==> src/hdl/beau_pkg.sv <==
// package and per-group action table memory for the bus event action unit
// Operation
// trigger event satisfied on a bus cycle asserts trigger for that whole cycle
// trigger output is active high, low when deasserted
// trigger matching on consecutive cycles stays high with no gap
// each satisfied counter-toggle event flips the counter run state
// any number of events may carry counter-toggle, each one inverts the state
// each satisfied trace-toggle event inverts the trace recording state
// any number of events may carry trace-toggle, each one inverts the state
// group without qualify or toggle trace actions records every bus cycle
// group with qualify action records only cycles with a qualify event; a group that also holds trace-toggle actions records by toggle instead
// toggle group records nothing until first toggle, then all until next
// group change takes trace condition from new group, toggle restarts off
// qualified cycle writes its bus information to the next trace location
// with trace capture enable off no event is recognised and nothing acts
// run entry stops counter, drops trigger, applies starting group trace state
`timescale 1ns/1ps
package beau_pkg;
    localparam int           NUM_EVENTS  = 4;
    localparam int           NUM_GROUPS  = 4;
    localparam int           GRP_W       = 2;
    localparam int           ACT_W       = 8;
    localparam int           WORD_W      = NUM_EVENTS * ACT_W;
    localparam int           INFO_W      = 32;
    localparam int           TADDR_W     = 10;
    // action field positions inside each event's byte
    localparam int           ACT_TRIGGER = 0;
    localparam int           ACT_TOG_CTR = 1;
    localparam int           ACT_TOG_TRACE = 2;
    localparam int           ACT_QUAL    = 3;
    localparam int           ACT_COUNT   = 4;
    localparam int           ACT_JUMP    = 5;
    localparam int           ACT_TGT_LSB = 6;
    localparam logic [GRP_W-1:0]   START_GROUP = 2'h0;
    localparam logic [TADDR_W-1:0] TADDR_RST   = 10'h000;
    localparam logic [WORD_W-1:0]  WORD_RST    = 32'h0000_0000;

    typedef enum logic [1:0] {TM_ALL, TM_QUAL, TM_TOGGLE} beau_trace_mode_t;

    // gathers one action bit of every event into a vector
    function automatic logic [NUM_EVENTS-1:0] field_vec(input logic [WORD_W-1:0] w, input int pos);
        logic [NUM_EVENTS-1:0] v;
        v = '0;
        for (int i = 0; i < NUM_EVENTS; i++) begin
            v[i] = w[i*ACT_W + pos];
        end
        return v;
    endfunction : field_vec
endpackage : beau_pkg

// one word per group, registered read
module beau_act_mem (
    input  wire logic                         clk_sys,
    input  wire logic                         sys_rst,
    input  wire logic                         wr_en,
    input  wire logic [beau_pkg::GRP_W-1:0]   wr_addr,
    input  wire logic [beau_pkg::WORD_W-1:0]  wr_data,
    input  wire logic [beau_pkg::GRP_W-1:0]   rd_addr,
    output logic      [beau_pkg::WORD_W-1:0]  rd_data
);
    import beau_pkg::*;

    logic [WORD_W-1:0] mem_r [NUM_GROUPS];

    always_ff @(posedge clk_sys or posedge sys_rst) begin
        if (sys_rst) begin
            for (int i = 0; i < NUM_GROUPS; i++) begin
                mem_r[i] <= WORD_RST;
            end
        end else if (wr_en) begin
            mem_r[wr_addr] <= wr_data;
        end
    end

    // write-through so a word written now is seen on the next read
    always_ff @(posedge clk_sys or posedge sys_rst) begin
        if (sys_rst) begin
            rd_data <= WORD_RST;
        end else if (wr_en && wr_addr == rd_addr) begin
            rd_data <= wr_data;
        end else begin
            rd_data <= mem_r[rd_addr];
        end
    end
endmodule : beau_act_mem

==> src/hdl/beau_core.sv <==
// event action unit: trigger, counter toggle, trace qualification and capture
`timescale 1ns/1ps
module beau_core (
    input  wire logic                            clk_sys,
    input  wire logic                            sys_rst,
    input  wire logic                            run_mode,
    input  wire logic                            trace_capture_enable,
    input  wire logic                            bus_cyc_stb,
    input  wire logic [beau_pkg::NUM_EVENTS-1:0] event_hit,
    input  wire logic [beau_pkg::INFO_W-1:0]     bus_info,
    input  wire logic                            cfg_we,
    input  wire logic [beau_pkg::GRP_W-1:0]      cfg_group,
    input  wire logic [beau_pkg::WORD_W-1:0]     cfg_word,
    output logic                                 trigger_out,
    output logic                                 counter_run,
    output logic                                 count_pulse,
    output logic                                 trace_we,
    output logic      [beau_pkg::TADDR_W-1:0]    trace_addr,
    output logic      [beau_pkg::INFO_W-1:0]     trace_data,
    output logic      [beau_pkg::GRP_W-1:0]      active_group,
    output logic                                 trace_on
);
    import beau_pkg::*;

    logic                  run_prev_r;
    logic                  run_entry;
    logic                  live;
    logic [WORD_W-1:0]     act_word;
    logic [NUM_EVENTS-1:0] sat;
    logic [NUM_EVENTS-1:0] trg_hits;
    logic [NUM_EVENTS-1:0] tcnt_hits;
    logic [NUM_EVENTS-1:0] ttrc_hits;
    logic [NUM_EVENTS-1:0] qual_hits;
    logic [NUM_EVENTS-1:0] count_hits;
    logic [NUM_EVENTS-1:0] jmp_hits;
    logic                  jump_hit;
    logic [GRP_W-1:0]      jump_tgt;
    logic                  group_chg;
    logic [GRP_W-1:0]      group_r;
    logic [GRP_W-1:0]      group_nxt;
    logic                  trace_on_r;
    logic                  trace_on_nxt;
    logic                  counter_run_r;
    logic                  trigger_r;
    logic                  count_pulse_r;
    logic                  trace_we_r;
    logic [TADDR_W-1:0]    trace_addr_r;
    logic [INFO_W-1:0]     trace_data_r;
    logic                  record;
    beau_trace_mode_t      trace_mode;

    // action word of the active group; read address is the next group so data lines up
    beau_act_mem u_act_mem (
        .clk_sys (clk_sys),
        .sys_rst (sys_rst),
        .wr_en   (cfg_we),
        .wr_addr (cfg_group),
        .wr_data (cfg_word),
        .rd_addr (group_nxt),
        .rd_data (act_word)
    );

    assign run_entry = run_mode & ~run_prev_r;
    // events are only recognised on a bus cycle in run mode with capture enabled
    assign live      = run_mode & trace_capture_enable & bus_cyc_stb & ~run_entry;
    assign sat       = live ? event_hit : '0;
    assign trg_hits  = sat & field_vec(act_word, ACT_TRIGGER);
    assign tcnt_hits = sat & field_vec(act_word, ACT_TOG_CTR);
    assign ttrc_hits = sat & field_vec(act_word, ACT_TOG_TRACE);
    assign qual_hits = sat & field_vec(act_word, ACT_QUAL);
    assign count_hits = sat & field_vec(act_word, ACT_COUNT);
    assign jmp_hits  = sat & field_vec(act_word, ACT_JUMP);

    // lowest numbered jumping event wins when several hit together
    always_comb begin
        jump_hit = 1'b0;
        jump_tgt = group_r;
        for (int i = NUM_EVENTS - 1; i >= 0; i--) begin
            if (jmp_hits[i]) begin
                jump_hit = 1'b1;
                jump_tgt = act_word[i*ACT_W + ACT_TGT_LSB +: GRP_W];
            end
        end
    end

    assign group_chg = jump_hit && (jump_tgt != group_r);

    always_comb begin
        if (run_entry) begin
            group_nxt = START_GROUP;
        end else if (group_chg) begin
            group_nxt = jump_tgt;
        end else begin
            group_nxt = group_r;
        end
    end

    // toggle takes priority when a group holds both toggle and qualify actions
    always_comb begin
        if (|field_vec(act_word, ACT_TOG_TRACE)) begin
            trace_mode = TM_TOGGLE;
        end else if (|field_vec(act_word, ACT_QUAL)) begin
            trace_mode = TM_QUAL;
        end else begin
            trace_mode = TM_ALL;
        end
    end

    // each satisfied toggle inverts, so several in one cycle fold into parity
    always_comb begin
        if (run_entry || !run_mode) begin
            trace_on_nxt = 1'b0;
        end else begin
            trace_on_nxt = trace_on_r ^ (^ttrc_hits); // see R6
        end
    end

    always_comb begin
        record = 1'b0;
        case (trace_mode)
            TM_ALL:    record = live;
            TM_QUAL:   record = |qual_hits;
            TM_TOGGLE: record = live & trace_on_nxt;
            default:   record = 1'b0;
        endcase
    end

    always_ff @(posedge clk_sys or posedge sys_rst) begin
        if (sys_rst) begin
            run_prev_r <= 1'b0;
        end else begin
            run_prev_r <= run_mode;
        end
    end

    always_ff @(posedge clk_sys or posedge sys_rst) begin
        if (sys_rst) begin
            group_r <= START_GROUP;
        end else begin
            group_r <= group_nxt;
        end
    end

    // a new group always restarts its toggle trace off, whatever came before
    always_ff @(posedge clk_sys or posedge sys_rst) begin
        if (sys_rst) begin
            trace_on_r <= 1'b0;
        end else if (group_chg) begin
            trace_on_r <= 1'b0;
        end else begin
            trace_on_r <= trace_on_nxt;
        end
    end

    always_ff @(posedge clk_sys or posedge sys_rst) begin
        if (sys_rst) begin
            counter_run_r <= 1'b0;
        end else if (run_entry) begin
            counter_run_r <= 1'b0;
        end else begin
            counter_run_r <= counter_run_r ^ (^tcnt_hits); // see R4
        end
    end

    // trigger held from one bus cycle strobe to the next, so back to back hits show no gap
    always_ff @(posedge clk_sys or posedge sys_rst) begin
        if (sys_rst) begin
            trigger_r <= 1'b0;
        end else if (run_entry || !run_mode || !trace_capture_enable) begin
            trigger_r <= 1'b0; // see R14
        end else if (bus_cyc_stb) begin
            trigger_r <= |trg_hits; // see R1
        end
    end

    always_ff @(posedge clk_sys or posedge sys_rst) begin
        if (sys_rst) begin
            count_pulse_r <= 1'b0;
        end else begin
            count_pulse_r <= (|count_hits) & counter_run_r;
        end
    end

    // trace memory write port; address wraps, older records are overwritten
    always_ff @(posedge clk_sys or posedge sys_rst) begin
        if (sys_rst) begin
            trace_we_r   <= 1'b0;
            trace_addr_r <= TADDR_RST;
            trace_data_r <= '0;
        end else begin
            trace_we_r <= record;
            if (record) begin
                trace_data_r <= bus_info;
            end
            if (trace_we_r) begin
                trace_addr_r <= trace_addr_r + 1'b1;
            end
        end
    end

    assign trigger_out  = trigger_r;
    assign counter_run  = counter_run_r;
    assign count_pulse  = count_pulse_r;
    assign trace_we     = trace_we_r;
    assign trace_addr   = trace_addr_r;
    assign trace_data   = trace_data_r;
    assign active_group = group_r;
    assign trace_on     = trace_on_r;
endmodule : beau_core

==> config.mk <==
export PLATFORM = sky130hd
export DESIGN_NAME = beau_core
export DESIGN_NICKNAME = d
export VERILOG_FILES = /design/src/hdl/beau_pkg.sv /design/src/hdl/beau_core.sv
export SDC_FILE = /design/constraint.sdc
export NUM_CORES = 1
export LEC_CHECK = 0
export BUFFER_PORTS_ARGS = -buffer_cell sky130_fd_sc_hd__buf_4
export CORE_AREA = 2 2 188 190
export CTS_CLUSTER_SIZE = 24
export DETAILED_ROUTE_END_ITERATION = 7
export DIE_AREA = 0 0 190 192
export PLACE_DENSITY = 0.46
export SLEW_MARGIN = 30
export SYNTH_ARGS = -nofsm -noshare
export SYNTH_HDL_FRONTEND = slang
export SYNTH_SLANG_ARGS = --single-unit
==> constraint.sdc <==
create_clock -name clk_sys -period 14.7 [get_ports clk_sys]
set_input_delay 0.735 -clock clk_sys [delete_from_list [all_inputs] [get_ports clk_sys]]
set_output_delay 0.735 -clock clk_sys [all_outputs]
set_load 0.02 [all_outputs]
==> results of run 1 <==
[worst max path at each step]
stage	start	endpoint	slack [ps]	depth (start not counted)
after floorplan	sys_rst	active_group[0]$_DFF_PP0_	8230	1
after global placement	bus_cyc_stb	u_act_mem.rd_data[31]$_DFF_PP0_	10690	11
after detailed placement	bus_cyc_stb	u_act_mem.rd_data[31]$_DFF_PP0_	10600	11
after CTS	run_prev_r$_DFF_PP0_	u_act_mem.rd_data[31]$_DFF_PP0_	11120	10
after global routing	run_prev_r$_DFF_PP0_	u_act_mem.rd_data[0]$_DFF_PP0_	10840	10
final	bus_cyc_stb	u_act_mem.rd_data[31]$_DFF_PP0_	11120	11
[power by group]
part | leakage (nW) | total [mW] | internal, mW | switching [mW]
sequential | 2.56 | 0.801 | 0.720 | 0.0805
combinational | 2.19 | 0.449 | 0.238 | 0.211
clock | 0.343 | 0.547 | 0.321 | 0.226
[through the flow]
step,area [sq um],utilization [%]
2_1_floorplan,9240,-
3_3_place_gp,10600,30.9
3_5_place_dp,10600,31.0
4_1_cts,11300,33.0
5_1_grt,11300,33.0
6_report,11300,33.1
[cell type report]
cell class / instances / area (sq um) / share of cell area, %
inverter: 3 / 18.8 / 0.166
clock inverter: 2 / 10.0 / 0.0883
clock buffer: 38 / 694 / 6.13
multi-input combinational: 449 / 3750 / 33.1
sequential: 210 / 5260 / 46.4
tap: 455 / 569 / 5.02
antenna: 1 / 2.50 / 0.0221
timing repair buffer: 135 / 1030 / 9.11
[worst max-delay path: cells and delay by family]
kind,cells,cell delay [ps]
AOI/OAI and AO/OA,2,260
and+or+nand+nor,3,1050
buffers and inverters,4,1300
xor gates and xnor gates,1,150
muxes,1,410
[placed cells by master (no fill, tap or decap), types with 7 or more instances in the layout]
master / Yosys / layout
a32oi_1: 32 / 32
buf_4: 0 / 132
nand4_1: 7 / 7
clkbuf_1: 11 / 11
mux2_2: 163 / 163
a21oi_1: 36 / 36
nand2_1: 114 / 114
dfrtp_1: 210 / 210
xnor2_1: 17 / 17
clkbuf_16: 0 / 25
mux2_4: 30 / 30
[cells by family (layout without fill, tap and decap cells)]
logic type / Yosys count / after routing / synth area share [%]
flops: 210 / 210 / 56.9
mux: 193 / 193 / 24.7
simple gates: 147 / 147 / 6.73
compound gates: 89 / 89 / 6.80
buf+inv: 48 / 178 / 2.90
xor+xnor: 19 / 19 / 1.80
fa+ha+maj: 1 / 1 / 0.135
other cells: 0 / 1 / 0
[registers in the layout, summed over array words and instances, names as in the netlist]
| register | cells |
|---|---|
| trace_we | 1 |
| trace_data | 32 |
| u_act_mem.rd_data | 32 |
| count_pulse | 1 |
| trigger_out | 1 |
| u_act_mem.mem_r | 128 |
| trace_addr | 10 |
| run_prev_r | 1 |
| counter_run | 1 |
| trace_on | 1 |
| active_group | 2 |
[routing by layer]
| metal | part of all wire (%) | global-route usage [%] | wire length (microns) | up-vias |
|---|---|---|---|---|
| li1 | - | - | - | 2768 |
| met1 | 47 | 16.4 | 10500 | 3014 |
| met2 | 45 | 20.2 | 9990 | 146 |
| met3 | 6.1 | 2.58 | 1370 | 30 |
| met4 | 1.7 | 3.37 | 371 | 2 |
| met5 | 0.049 | 0 | 11 | - |
==> reports/qor.yml, run 1 <==
synth:
  syn-num-nets: 784
  ys_ff_latch: 210
  synth_top_area_cell: "dfrtp_1"
  synth_common_cells: "210 x dfrtp_1, 163 x mux2_2, 114 x nand2_1, 36 x a21oi_1, 32 x a32oi_1"
  ys.warnings.count: 0
  yosys.cell_types.count: 37
  synthCells: 707
  synth_area_leaders: "dfrtp_1 57%, mux2_2 20%, mux2_4 4.9%"
  synth-main-ff-cell: "dfrtp_1"
  syn_avg_cell_area_sq_um: 13.1
  yosysMostFrequentCell: "dfrtp_1"
  synth_edf_count: 0
  yosysSeqAreaShare_pct: 56.9
  synth_area_sq_um: 9240
  synth_top_area_share_pct: 56.9
  async_reset_ff_share_pct: 100
global_routing:
  antenna_found_initial: 2
  overflow: 0
  grt_pass1_wl_mm: 35.3
  grt_max_degree: 83
  grt_pass1_vias: 6196
  track_usage_pct: 12.3
layout:
  drive_above_1_share_pct: 43.8
  fin_cells: 1293
  fin_nets: 901
  fill_cells: 3419
  area_growth_pct: 22.7
sta:
  setup_tns_ps: 0
  finalHoldViolCount: 0
  hold_slack_ps: 283
  report.final.slew_viol_count: 0
  worst_pin_slew_ps: 761
  clock_skew_ps: 11.3
  setup_viol: 0
  min_period_ps: 3580
  setup_slack_ps: 11120
  fmax_ghz: 0.279
  rsz0062_at_grt: "false"
  fin_crit_sh_pct: 24.4
  relSlewSlack_pct: 49.2
pwr:
  p_per_area_nw_per_um2: 159
  power.total_mw: 1.80
  peakVddDrop_mv: 0.0677
  leakage_nw: 5.09
floorplanning:
  die_area_sq_um: 36500
  core_area_sq_um: 34300
  rows: 68
  start_util_pct: 26.9
  num_io_pins: 125
  die-height_microns: 192
  die_w_microns: 190
clocking:
  cts-root-buf: "clkbuf_16"
  cts_tree: "done"
  cts_made_buffers: 25
  clk_pin_slew_ps: 60
  cts_setup_buffers: 0
  numClockSinks: 210
  insertion_delay_ps: 510
  cts_max_level: 1
  ctsResizeCount: 0
  hold_buffers: 0
  clock_path_buffers: 3
critical_path:
  regToRegEndpoint: "u_act_mem.rd_data[31]$_DFF_PP0_"
  cp_slowest_cell: "buf_4"
  crit_required_ps: 15090
  crit_type: "in -> reg"
  r2r_start: "run_prev_r$_DFF_PP0_"
  path_cells: "buf_4 > nand4_1 > nor3_1 > a211oi_2 > o21ai_4 > buf_4 > inv_2 > xnor2_1 > and3_2 > buf_4 > mux2_2"
  cp_data_arrival_time_ps: 3970
  path_common_cell: "buf_4"
  r2r_cells: 10
  cp-start-kind: "input port"
  max_stage_delay_ps: 590
  end_kind: "flop"
  worstPathMaxFanout: 65
  r2r_slack_ps: 11120
detailed_routing:
  firstDrtPassIters: 4
  drc_errors: 0
  wl_per_cell_microns: 17.2
  ant_nets: 0
  drt_iter0_drc: 221
  drt-total-wl_mm: 22.3
  vias: 5960
  drt-vias-per-instance: 4.61
placed_design:
  hpwl_mm: 14.0
  io_buffers: 124
  place_ws_ps: 10600
  place_congestion: 0.697
  dp_cells: 1252
run:
  maxCapViolations: 0
run_status:
  status: "completed"
worst_hold_path:
  hold_class: "in -> async"
Power figures use the tool's default switching activity.
==> inputs of run 2 (changes only) <==
--- a/config.mk
+++ b/config.mk
@@ -10,7 +10,7 @@
 export CTS_CLUSTER_SIZE = 24
 export DETAILED_ROUTE_END_ITERATION = 7
 export DIE_AREA = 0 0 190 192
-export PLACE_DENSITY = 0.46
+export PLACE_DENSITY = 0.48
 export SLEW_MARGIN = 30
 export SYNTH_ARGS = -nofsm -noshare
 export SYNTH_HDL_FRONTEND = slang
==> constraint.sdc (replaced) <==
create_clock -name clk_sys -period 3 [get_ports clk_sys]
set_input_delay 0.15 -clock clk_sys [delete_from_list [all_inputs] [get_ports clk_sys]]
set_output_delay 0.15 -clock clk_sys [all_outputs]
set_load 0.02 [all_outputs]
==> reports/qor.yml, run 2 (synthesis gave the netlist of run 1 again) <==
global_routing:
  grt_pass1_vias: 6229
  track_usage_pct: 12.5
  grt_pass1_wl_mm: 35.8
  grt_max_degree: 65
  antenna_found_initial: 4
  overflow: 0
sta:
  setup_slack_ps: 300
  fmax_ghz: 0.370
  setup_tns_ps: 0
  finalHoldViolCount: 0
  min_period_ps: 2700
  relSlewSlack_pct: 50.1
  fin_crit_sh_pct: 90.0
  worst_pin_slew_ps: 749
  setup_viol: 0
  report.final.slew_viol_count: 0
  clock_skew_ps: 9.23
  rsz0062_at_grt: "false"
pwr:
  seq_power_share_pct: 44.1
  power.total_mw: 8.91
  p_comb_share_pct: 25.8
  peakVddDrop_mv: 0.411
  p_clk_share_pct: 30.1
  power.internal_mw: 6.35
  p_sw_mw: 2.56
  sw_frac_of_total_pct: 28.7
  p_per_area_nw_per_um2: 732
  leakage_nw: 5.45
detailed_routing:
  drt-total-wl_mm: 22.9
  firstDrtPassIters: 4
  ant_nets: 0
  vias: 6166
  drc_errors: 0
  drt-vias-per-instance: 4.50
  wl_per_cell_microns: 16.7
  drt_iter0_drc: 223
layout:
  area_growth_pct: 31.7
  fin_nets: 979
  final_core_util_pct: 35.5
  mostFrequentLayoutCells: "210 x dfrtp_1, 163 x mux2_2, 139 x buf_4, 114 x nand2_1, 68 x dlygate4sd3_1"
  fill_cells: 3358
  multi_input_area_sq_um: 3740
  largest_register: "u_act_mem.mem_r"
  fin_cells: 1371
  largest_reg_flops: 128
  regArea_sq_um: 5260
  drive_above_1_share_pct: 41.6
  final_common_cell: "dfrtp_1"
floorplanning:
  die_w_microns: 190
  die_area_sq_um: 36500
  core_area_sq_um: 34300
  die-height_microns: 192
  rows: 68
  num_io_pins: 125
  start_util_pct: 26.9
critical_path:
  r2r_slack_ps: 300
  crit_required_ps: 3450
  cp-start-kind: "flop"
  crit_type: "reg -> reg"
  cp_data_arrival_time_ps: 3150
  end_kind: "flop"
  worstPathMaxFanout: 64
run:
  maxCapViolations: 0
placed_design:
  place_ws_ps: 295
  place_congestion: 0.707
  hpwl_mm: 14.4
  io_buffers: 124
  dp_cells: 1262
clocking:
  ctsResizeCount: 0
  cts_made_buffers: 24
  cts_tree: "done"
  cts-root-buf: "clkbuf_16"
  hold_buffers: 68
  clock_path_buffers: 3
  cts_setup_buffers: 0
  numClockSinks: 210
  clk_pin_slew_ps: 60
  insertion_delay_ps: 510
  cts_max_level: 1
run_status:
  status: "completed"
worst_hold_path:
  hold_class: "in -> reg"
## run 2: changes by cell type in the layout (fill, tap and decap cells not counted), moves of 2 or more
cell	previous run	this run
dlygate4sd3_1	0	68
buf_4	132	139
clkbuf_1	11	6
buf_8	2	0
buf_12	0	6
diode_2	1	3
## run 2: worst max-delay path: stages (launching register included)
cell and delay (ps):
dfrtp_1 340, nand4_1 410, o21ai_0 380, a211oi_2 140, o21ai_4 170, buf_4 590, nand2_1 120, a32oi_1 250
mux2_4 170
## run 2: cell type report
class | count | share of cell area (%)
Sequential cell | 210 | 43.2
Multi-Input combinational cell | 449 | 30.8
Timing Repair Buffer | 214 | 15.4
Clock buffer | 34 | 5.67
Tap cell | 455 | 4.68
Clock inverter | 3 | 0.123
Inverter | 3 | 0.123
Antenna cell | 3 | 0.0617
## run 2: metrics by stage
step / cell area, sq um / hold slack, ps
2_1_floorplan: 9240 / 181
3_3_place_gp: 10700 / 286
3_5_place_dp: 10700 / 287
4_1_cts: 12100 / 67.1
5_1_grt: 12200 / 105
6_report: 12200 / 85.6
## run 2: path summary, 6_finish.rpt
kind / from / endpoint / cells past startpoint
worst max register to register: run_prev_r$_DFF_PP0_ / u_act_mem.rd_data[18]$_DFF_PP0_ / 8
worst max-delay path: run_prev_r$_DFF_PP0_ / u_act_mem.rd_data[18]$_DFF_PP0_ / 8
worst min-delay path: event_hit[1] / count_pulse$_DFF_PP0_ / 3
min in group asynchronous: sys_rst / trace_addr[6]$_DFFE_PP0P_ / 3
worst min register to register: trace_addr[9]$_DFFE_PP0P_ / trace_addr[9]$_DFFE_PP0P_ / 1
max in group asynchronous: sys_rst / u_act_mem.mem_r[51]$_DFFE_PP0P_ / 5
## run 2: power by group through the flow
stage	clock network (mW)	registers, mW	logic (mW)
6_report	2.68	3.93	2.30
5_1_grt	2.90	4.01	2.51
4_1_cts	2.78	3.94	2.32
3_5_place_dp	0	3.99	2.25
3_3_place_gp	0	3.98	2.22
2_1_floorplan	0	4.07	1.34
## run 2: per-layer routing
layer	vias to the layer above	global-route usage [%]	part of all wire, %
li1	2923	-	-
met5	-	0	0.070
met2	143	20.4	44
met4	2	2.86	1.5
met3	32	3.14	6.2
met1	3066	16.7	48
